[src/core/tx_line_defines.vh]
// Purpose: Constants for the transmit line driver and drive monitor.
// Assumes: Avalon-MM slave with 32-bit data and byte addresses.
// Notes:   Included by bare name from the design file.
`ifndef TX_LINE_DEFINES_VH
`define TX_LINE_DEFINES_VH

// ---------------------------------------------------------------
// Register map
// ---------------------------------------------------------------
`define REG_CTRL_OFS 4'h0
`define REG_STATUS_OFS 4'h4

// ---------------------------------------------------------------
// Field positions
// ---------------------------------------------------------------
`define CTRL_HOST_BIT 0
`define CTRL_TXON_LSB 8
`define CTRL_IMON_LSB 16
`define STAT_FAULT_LSB 0
`define STAT_FULL_LSB 8
`define STAT_TXON_LSB 16
`define STAT_HOST_BIT 24

// ---------------------------------------------------------------
// Reset values
// ---------------------------------------------------------------
`define RST_HOST 1'h0
`define RST_TXON 8'h00
`define RST_IMON 8'h00

// ---------------------------------------------------------------
// Timing
// ---------------------------------------------------------------
`define MON_WINDOW_BITS 8'h80

`endif

[src/core/tx_line_driver_monitor.v]
// Purpose: Three channel transmit line output control with drive
//          monitoring, behind an Avalon-MM register slave.
// Assumes: All pins but the Avalon-MM bus and rst_b are asynchronous to mclk and are synchronised;
//          each transmit clock is much slower than mclk.
// Notes:   Line outputs are logic-level images of the bipolar drive.
//
// Decided for this implementation: the register offsets and register access over Avalon-MM.
`include "tx_line_defines.vh"

// ---------------------------------------------------------------
// Small FIFO with valid/ready on both sides
// ---------------------------------------------------------------
module tx_word_fifo #(
   parameter WIDTH = 2,
   parameter DEPTH = 4,
   parameter AW = 2
)(
   input wire mclk,                 // System clock
   input wire rst_b,                // Synchronous reset, active low
   input wire in_valid,             // Word offered
   output wire in_ready,            // Room for a word
   input wire [WIDTH-1:0] in_data,  // Word to store
   output wire out_valid,           // Word available
   input wire out_ready,            // Drain takes the word
   output wire [WIDTH-1:0] out_data // Oldest word
);
   reg [WIDTH-1:0] mem [0:DEPTH-1];
   reg [AW-1:0] wr_ptr_r;
   reg [AW-1:0] rd_ptr_r;
   reg [AW:0] count_r;
   wire push;
   wire pop;
   localparam [AW:0] FULL_CNT = DEPTH[AW:0];
   localparam [AW-1:0] LAST = FULL_CNT[AW-1:0] - 1'b1;

   assign in_ready = (count_r != FULL_CNT);
   assign out_valid = (count_r != {(AW+1){1'b0}});
   assign out_data = mem[rd_ptr_r];
   assign push = in_valid & in_ready;
   assign pop = out_valid & out_ready;

   always @(posedge mclk)
   begin
      if (push)
      begin
         mem[wr_ptr_r] <= in_data;
      end
   end

   always @(posedge mclk)
   begin
      if (!rst_b)
      begin
         wr_ptr_r <= {AW{1'b0}};
         rd_ptr_r <= {AW{1'b0}};
         count_r <= {(AW+1){1'b0}};
      end
      else
      begin
         if (push)
         begin
            wr_ptr_r <= (wr_ptr_r == LAST) ? {AW{1'b0}} : wr_ptr_r + 1'b1;
         end
         if (pop)
         begin
            rd_ptr_r <= (rd_ptr_r == LAST) ? {AW{1'b0}} : rd_ptr_r + 1'b1;
         end
         if (push && !pop)
         begin
            count_r <= count_r + 1'b1;
         end
         else if (pop && !push)
         begin
            count_r <= count_r - 1'b1;
         end
      end
   end
endmodule // tx_word_fifo

// Operation
// - Fault high after 128 silent bit periods
// - Fault low if pulse within 128 periods
// - Monitor source external pins or internal tap
// - Edge select high: sample on rising edge
// - Edge select low: sample on falling edge
// - Host mode: edge select pin not used
// - Negative pulse: positive output below negative
// - Transmitter off: both outputs high impedance
// - Internal monitoring only offered in host mode
// - Internal monitoring ignores external monitor inputs
module tx_line_driver_monitor #(
   parameter CH = 3,
   parameter FIFO_DEPTH = 4,
   parameter FIFO_AW = 2
)(
   input wire mclk,                    // System clock, 250 MHz
   input wire rst_b,                   // Synchronous reset, active low
   input wire [3:0] avs_address,       // Byte address
   input wire avs_read,                // Read request
   input wire avs_write,               // Write request
   input wire [31:0] avs_writedata,    // Write data
   output reg [31:0] avs_readdata,     // Read data
   output wire avs_waitrequest,        // Stall while high
   input wire [CH-1:0] tx_data_clock,  // Per channel bit clock
   input wire [CH-1:0] tx_pos_rail_in, // Positive rail data
   input wire [CH-1:0] tx_neg_rail_in, // Negative rail data
   input wire tx_edge_select,          // Sampling edge; serial clock in host
   input wire [CH-1:0] tx_driver_on,   // Transmitter on pins
   input wire [CH-1:0] monitor_pos_in, // External monitor positive
   input wire [CH-1:0] monitor_neg_in, // External monitor negative
   output reg [CH-1:0] line_out_pos,   // Line output positive
   output reg [CH-1:0] line_out_neg,   // Line output negative
   output reg [CH-1:0] line_out_oe,    // Line output enable
   output reg [CH-1:0] drive_fault_flag // No pulse for 128 bits
);
   localparam SW = 6 * CH + 1;
   localparam [7:0] WIN = `MON_WINDOW_BITS;
   localparam [7:0] RST_TXON_ALL = `RST_TXON;
   localparam [7:0] RST_IMON_ALL = `RST_IMON;

   // ------------------------------------------------------------
   // Pin synchronisers
   // ------------------------------------------------------------
   reg [SW-1:0] pin_meta_r;
   reg [SW-1:0] pin_sync_r;
   reg [CH-1:0] clk_prev_r;
   wire [SW-1:0] pin_raw;
   wire [CH-1:0] clk_s;
   wire [CH-1:0] pos_s;
   wire [CH-1:0] neg_s;
   wire [CH-1:0] on_s;
   wire [CH-1:0] mpos_s;
   wire [CH-1:0] mneg_s;
   wire edge_s;

   assign pin_raw = {tx_edge_select, monitor_neg_in, monitor_pos_in,
                     tx_driver_on, tx_neg_rail_in, tx_pos_rail_in,
                     tx_data_clock};
   assign clk_s = pin_sync_r[CH-1:0];
   assign pos_s = pin_sync_r[2*CH-1:CH];
   assign neg_s = pin_sync_r[3*CH-1:2*CH];
   assign on_s = pin_sync_r[4*CH-1:3*CH];
   assign mpos_s = pin_sync_r[5*CH-1:4*CH];
   assign mneg_s = pin_sync_r[6*CH-1:5*CH];
   assign edge_s = pin_sync_r[SW-1];

   always @(posedge mclk)
   begin
      if (!rst_b)
      begin
         pin_meta_r <= {SW{1'b0}};
         pin_sync_r <= {SW{1'b0}};
         clk_prev_r <= {CH{1'b0}};
      end
      else
      begin
         pin_meta_r <= pin_raw;
         pin_sync_r <= pin_meta_r;
         clk_prev_r <= clk_s;
      end
   end

   // ------------------------------------------------------------
   // Avalon-MM register slave
   // ------------------------------------------------------------
   reg host_mode_r;
   reg [CH-1:0] sw_tx_on_r;
   reg [CH-1:0] int_mon_r;
   reg ack_r;
   reg [31:0] rd_nxt;
   wire req;
   wire [CH-1:0] fifo_full;
   wire [CH-1:0] tx_on_eff;

   assign req = avs_read | avs_write;
   assign avs_waitrequest = req & ~ack_r;
   // Pins steer the transmitters in hardware mode, bits in host mode
   assign tx_on_eff = host_mode_r ? sw_tx_on_r : on_s;

   always @*
   begin
      rd_nxt = 32'h0000_0000;
      case (avs_address)
         `REG_CTRL_OFS:
         begin
            rd_nxt[`CTRL_HOST_BIT] = host_mode_r;
            rd_nxt[`CTRL_TXON_LSB +: CH] = sw_tx_on_r;
            rd_nxt[`CTRL_IMON_LSB +: CH] = int_mon_r;
         end
         `REG_STATUS_OFS:
         begin
            rd_nxt[`STAT_FAULT_LSB +: CH] = drive_fault_flag;
            rd_nxt[`STAT_FULL_LSB +: CH] = fifo_full;
            rd_nxt[`STAT_TXON_LSB +: CH] = tx_on_eff;
            rd_nxt[`STAT_HOST_BIT] = host_mode_r;
         end
         default:
         begin
            rd_nxt = 32'h0000_0000;
         end
      endcase
   end

   always @(posedge mclk)
   begin
      if (!rst_b)
      begin
         ack_r <= 1'b0;
         avs_readdata <= 32'h0000_0000;
         host_mode_r <= `RST_HOST;
         sw_tx_on_r <= RST_TXON_ALL[CH-1:0];
         int_mon_r <= RST_IMON_ALL[CH-1:0];
      end
      else
      begin
         ack_r <= req & ~ack_r;
         if (avs_read && !ack_r)
         begin
            avs_readdata <= rd_nxt;
         end
         if (avs_write && ack_r && avs_address == `REG_CTRL_OFS)
         begin
            host_mode_r <= avs_writedata[`CTRL_HOST_BIT];
            sw_tx_on_r <= avs_writedata[`CTRL_TXON_LSB +: CH];
            int_mon_r <= avs_writedata[`CTRL_IMON_LSB +: CH];
         end
      end
   end

   // ------------------------------------------------------------
   // Sampling edge choice
   // ------------------------------------------------------------
   wire rise_sel;
   wire [CH-1:0] bit_rise;
   wire [CH-1:0] bit_fall;
   wire [CH-1:0] sample_edge;

   // Host mode: the shared pin is the serial clock, keep rising edge
   assign rise_sel = host_mode_r ? 1'b1 : edge_s;
   assign bit_rise = clk_s & ~clk_prev_r;
   assign bit_fall = ~clk_s & clk_prev_r;
   assign sample_edge = rise_sel ? bit_rise : bit_fall;

   // ------------------------------------------------------------
   // Per channel data path and drive monitor
   // ------------------------------------------------------------
   genvar i;
   generate
      for (i = 0; i < CH; i = i + 1)
      begin : g_ch
         wire in_ready;
         wire out_valid;
         wire [1:0] out_data;
         wire drain;
         wire use_int;
         wire tap;
         wire act;
         reg seen_r;
         reg [7:0] quiet_r;
         reg [7:0] quiet_nxt;

         assign fifo_full[i] = ~in_ready;
         // A stopped driver stalls the drain, so the FIFO fills and
         // further samples are refused until the driver returns
         assign drain = sample_edge[i] & tx_on_eff[i];

         tx_word_fifo #(
            .WIDTH(2),
            .DEPTH(FIFO_DEPTH),
            .AW(FIFO_AW)
         ) u_fifo (
            .mclk(mclk),
            .rst_b(rst_b),
            .in_valid(sample_edge[i]),
            .in_ready(in_ready),
            .in_data({pos_s[i], neg_s[i]}),
            .out_valid(out_valid),
            .out_ready(drain),
            .out_data(out_data)
         );

         always @(posedge mclk)
         begin
            if (!rst_b)
            begin
               line_out_pos[i] <= 1'b0;
               line_out_neg[i] <= 1'b0;
               line_out_oe[i] <= 1'b0;
            end
            else
            begin
               line_out_oe[i] <= tx_on_eff[i];
               if (!tx_on_eff[i])
               begin
                  line_out_pos[i] <= 1'b0;
                  line_out_neg[i] <= 1'b0;
               end
               else if (drain)
               begin
                  // Both rails high is sent as a zero
                  line_out_pos[i] <= out_valid & out_data[1] &
                                     ~out_data[0];
                  line_out_neg[i] <= out_valid & out_data[0] &
                                     ~out_data[1];
               end
            end
         end

         // Internal tap exists only in host mode
         assign use_int = host_mode_r & int_mon_r[i];
         assign tap = use_int ?
                      (line_out_oe[i] & (line_out_pos[i] ^ line_out_neg[i]))
                      : (mpos_s[i] ^ mneg_s[i]);
         assign act = seen_r | tap;

         always @*
         begin
            quiet_nxt = quiet_r;
            if (bit_rise[i])
            begin
               if (act)
               begin
                  quiet_nxt = 8'h00;
               end
               else if (quiet_r != WIN)
               begin
                  quiet_nxt = quiet_r + 8'h01;
               end
            end
         end

         always @(posedge mclk)
         begin
            if (!rst_b)
            begin
               seen_r <= 1'b0;
               quiet_r <= 8'h00;
               drive_fault_flag[i] <= 1'b0;
            end
            else
            begin
               // A pulse in the edge cycle counts in the closing period
               seen_r <= bit_rise[i] ? 1'b0 : act;
               quiet_r <= quiet_nxt;
               drive_fault_flag[i] <= (quiet_nxt == WIN);
            end
         end
      end
   endgenerate
endmodule // tx_line_driver_monitor

[config.mk]
export PLATFORM = sky130hd
export DESIGN_NAME = tx_line_driver_monitor
export DESIGN_NICKNAME = d
export VERILOG_FILES = /design/src/core/tx_line_driver_monitor.v
export VERILOG_INCLUDE_DIRS = /design/src /design/src/core
export SDC_FILE = /design/constraint.sdc
export NUM_CORES = 1
export LEC_CHECK = 0
export CAP_MARGIN = 0
export CORE_ASPECT_RATIO = 0.9
export CORE_MARGIN = 4
export CORE_UTILIZATION = 50
export DETAILED_ROUTE_END_ITERATION = 10
export DONT_BUFFER_PORTS = 1
export GPL_ROUTABILITY_DRIVEN = 0
export PLACE_DENSITY = 0.73
export SLEW_MARGIN = 20
export SYNTH_ARGS = -nofsm -noshare
export SYNTH_HDL_FRONTEND = slang
export SYNTH_SLANG_ARGS = --single-unit
[constraint.sdc]
create_clock -name mclk -period 8.5 [get_ports mclk]
set_clock_uncertainty 0.1 [all_clocks]
set_input_delay 0.425 -clock mclk [delete_from_list [all_inputs] [get_ports mclk]]
set_output_delay 0.425 -clock mclk [all_outputs]
set_load 0.02 [all_outputs]
==> run metrics <==
status=finished clean; clk sinks=149; CTS Buf Count=17; Avg WL per Cell=15.7 microns; DRC=0; Critical R2R Launch=host_mode_r$_SDFFE_PN0P_; Peak supply drop=0.135 mV; Post-CTS Hold Fix Bufs=0; layout cells sized above 1=7.77%; DR vias=4593; Post-DRT Antenna Nets=0; worst hold path depth=1; Hold Path End=pin_meta_r[14]$_SDFF_PN0_; Final Hold Fails=0; clk_lat worst skew=0.42 ns; Int Power=1.17 mW; CP max FO=18; RSZ-0062 raised after global routing=false; final worst-path setup slack=5.18 ns; num ports=104; first-pass GRT wire length=between 20000 and 25000 microns; Final period util=39.0%; GR Util All Layers=between 15 and 20%; CP Capture Type=flip-flop; Power Total=1.53 mW; fmax=302 MHz; Post-CTS Setup Inserts=0; clk buf depth=2; Slew Limit Fails=0; # resized after CTS=0; async set-reset flop share out of synthesis=0%; Synth Area in XOR/XNOR=2.08%; relative slew slack=29.9%; complex-gate fraction of the synthesized area=11.5%; # setup viols final=0; n_diodes=0; Post-Synth Simple-Gate Area=21.8%; Seq/Total Area, Yosys=47.8%; combinational share of power=4.9%; Die Y=118 microns; EDFF count, synth=24; P_sw=0.352 mW; CTS tree=built; multiplexer share of the synthesized area=5.42%; CP required=8.75 ns; Pleak=2.76 nW; largest net degree at the start of global routing=111; Cell Area, Synth=0.00674 sq mm; area grow syn2layout=8.22%; port buffer count=0; CP Data Arrival Time=3.56 ns; htree depth=4; Hold Startpoint=monitor_pos_in[2]; Power Density=209 mW/mm^2; vias in the first global route=between 4000 and 5000; via/cell ratio=5.51; post-route insts no fill=833; fin crit period=3.32 ns; mean post-synth cell area=10.1 sq um; Synth cell types=67; Adder-Cell Fraction of Synth Area=under 10%; worst min path class=input pin to flip-flop; CTS Root Buffer Type=clkbuf_16; Initial DRC Count=369; startpoint types=flip-flop; length of the first detailed-routing pass in iterations=5; worst slew pin tran=1.04 ns; fin nets=742; Worst-path clk slew=around 0.060 ns; DPL Wire Length=between 9000 and 10000 microns; cells after synthesis=666; Placement Setup Slack=5.21 ns; Reg2Reg Depth=10; clock share of power=a little under half; initial core utilization=a little over half; die width=130 microns; R2R Setup Slk=about 5.2 ns; Final Util=56.4%; Crit Path Class=flip-flop to flip-flop; Warnings, synthesis=0; antenna violations before repair=0; DIE AREA=0.0154 sq mm; Placed Instances=around 800; Setup crit start=host_mode_r$_SDFFE_PN0P_; Fin Setup TNS=0 ns; largest family of logic cells by synthesized area=simple AND/OR/NAND/NOR gates; total gr overflow=0; row cnt=39; worst reg2reg endpoint=g_ch[1].u_fifo.count_r[2]$_SDFFE_PN0P_; sequential share of power=49.1%; switching portion of total power=a little under a quarter; ys flop type=dfxtp_1; synthesized flop and latch total=149; DRT Wirelength=13100 microns; number of max-cap violations=0; core area=0.0129 sq mm
==> critical path, cell delays in order (launching register included) <==
cell and delay (ns):
dfxtp_1 0.76, nor2_1 0.24, nor2_1 0.16, a21oi_1 0.05, a21oi_1 0.48, ha_1 0.29
inv_1 0.07, fa_1 0.44, xor2_1 0.17, or3_1 0.29, a21boi_0 0.17
==> power by group through the flow <==
stage	logic [mW]	clock network (mW)	registers [mW]
floorplan	0.0743	0	0.760
global placement	0.0709	0	0.764
detailed placement	0.0739	0	0.765
CTS	0.0744	0.718	0.749
global route	0.0845	0.755	0.751
finish	0.0747	0.702	0.749
==> cells in the mapped netlist, drive strengths merged (9+ instances only) <==
master | number | area share (%)
a21boi | 12 | 1.4
nor3 | 12 | 1.2
clkbuf | 22 | 1.2
a21oi | 18 | 1.4
a32oi | 9 | 1.2
nand2 | 36 | 2.0
and3 | 13 | 1.3
and2 | 61 | 5.7
nand3 | 18 | 1.3
xor2 | 9 | 1.2
mux2i | 23 | 3.4
edfxtp | 24 | 11
o21ai | 22 | 1.6
nor2 | 39 | 2.2
nor2b | 38 | 3.5
dfxtp | 125 | 37
inv | 30 | 1.7
buf | 28 | 3.1
ha | 24 | 4.5
==> cell usage in the layout, fill, tap and decap left out, types with 12 or more instances in the layout <==
| master | synthesis | layout |
|---|---|---|
| dfxtp_1 | 125 | 125 |
| and2_1 | 61 | 61 |
| nor2_1 | 38 | 38 |
| nor2b_1 | 38 | 37 |
| nand2_1 | 36 | 36 |
| inv_1 | 30 | 30 |
| ha_1 | 24 | 24 |
| edfxtp_1 | 24 | 24 |
| mux2i_1 | 23 | 23 |
| conb_1 | 1 | 22 |
| o21ai_0 | 20 | 20 |
| nand3_1 | 18 | 18 |
| a21oi_1 | 17 | 17 |
| clkbuf_16 | 0 | 17 |
| and3_1 | 12 | 12 |
==> state kept, by name (all words and copies together) (netlist names), 6 cells and up, named ones only <==
name                  count
g_ch.quiet_r             24
g_ch.u_fifo.mem          24
pin_meta_r               19
pin_sync_r               19
avs_readdata             10
g_ch.u_fifo.count_r       9
g_ch.u_fifo.rd_ptr_r      6
g_ch.u_fifo.wr_ptr_r      6
==> worst max path at each step <==
stage,cells past startpoint,slack (ns),end
2_1_floorplan,12,5.81,g_ch[0].u_fifo.count_r[2]$_SDFFE_PN0P_
3_3_place_gp,10,5.34,g_ch[1].u_fifo.count_r[2]$_SDFFE_PN0P_
3_5_place_dp,10,5.21,g_ch[1].u_fifo.count_r[2]$_SDFFE_PN0P_
4_1_cts,10,5.21,g_ch[1].u_fifo.count_r[2]$_SDFFE_PN0P_
5_1_grt,10,4.95,g_ch[1].u_fifo.count_r[2]$_SDFFE_PN0P_
6_report,10,5.18,g_ch[1].u_fifo.count_r[2]$_SDFFE_PN0P_
==> layout make-up <==
cell class	instances	area, sq um
Inverter	30	113
Sequential cell	149	3220
Clock buffer	21	450
Multi-Input combinational cell	458	3200
Tap cell	164	205
Fill cell	1068	5640
Clock inverter	11	100
==> kinds of logic (layout without fill, tap and decap cells) <==
family,after synthesis,after routing
xor+xnor,16,16
fa+ha+maj,27,27
compound gates,107,107
simple gates,257,257
buf+inv,80,62
other cells,1,22
flops,149,149
mux,29,29
==> routing by layer <==
metal,vias to the layer above,share of wire (%),global-route usage [%]
li1,2264,-,-
met1,2151,45,23.4
met3,22,7.8,6.54
met4,0,1.4,6.11
met2,156,46,27.2
met5,-,0,0
==> per-stage QoR <==
step | hold slack (ns) | area [sq um]
2_1_floorplan | 0.312 | 6820
3_3_place_gp | 0.315 | 6730
3_5_place_dp | 0.318 | 6730
4_1_cts | 0.00481 | 7280
5_1_grt | 0.00494 | 7300
6_report | 0.0268 | 7300
No activity file was read; power rests on OpenSTA's default activity.
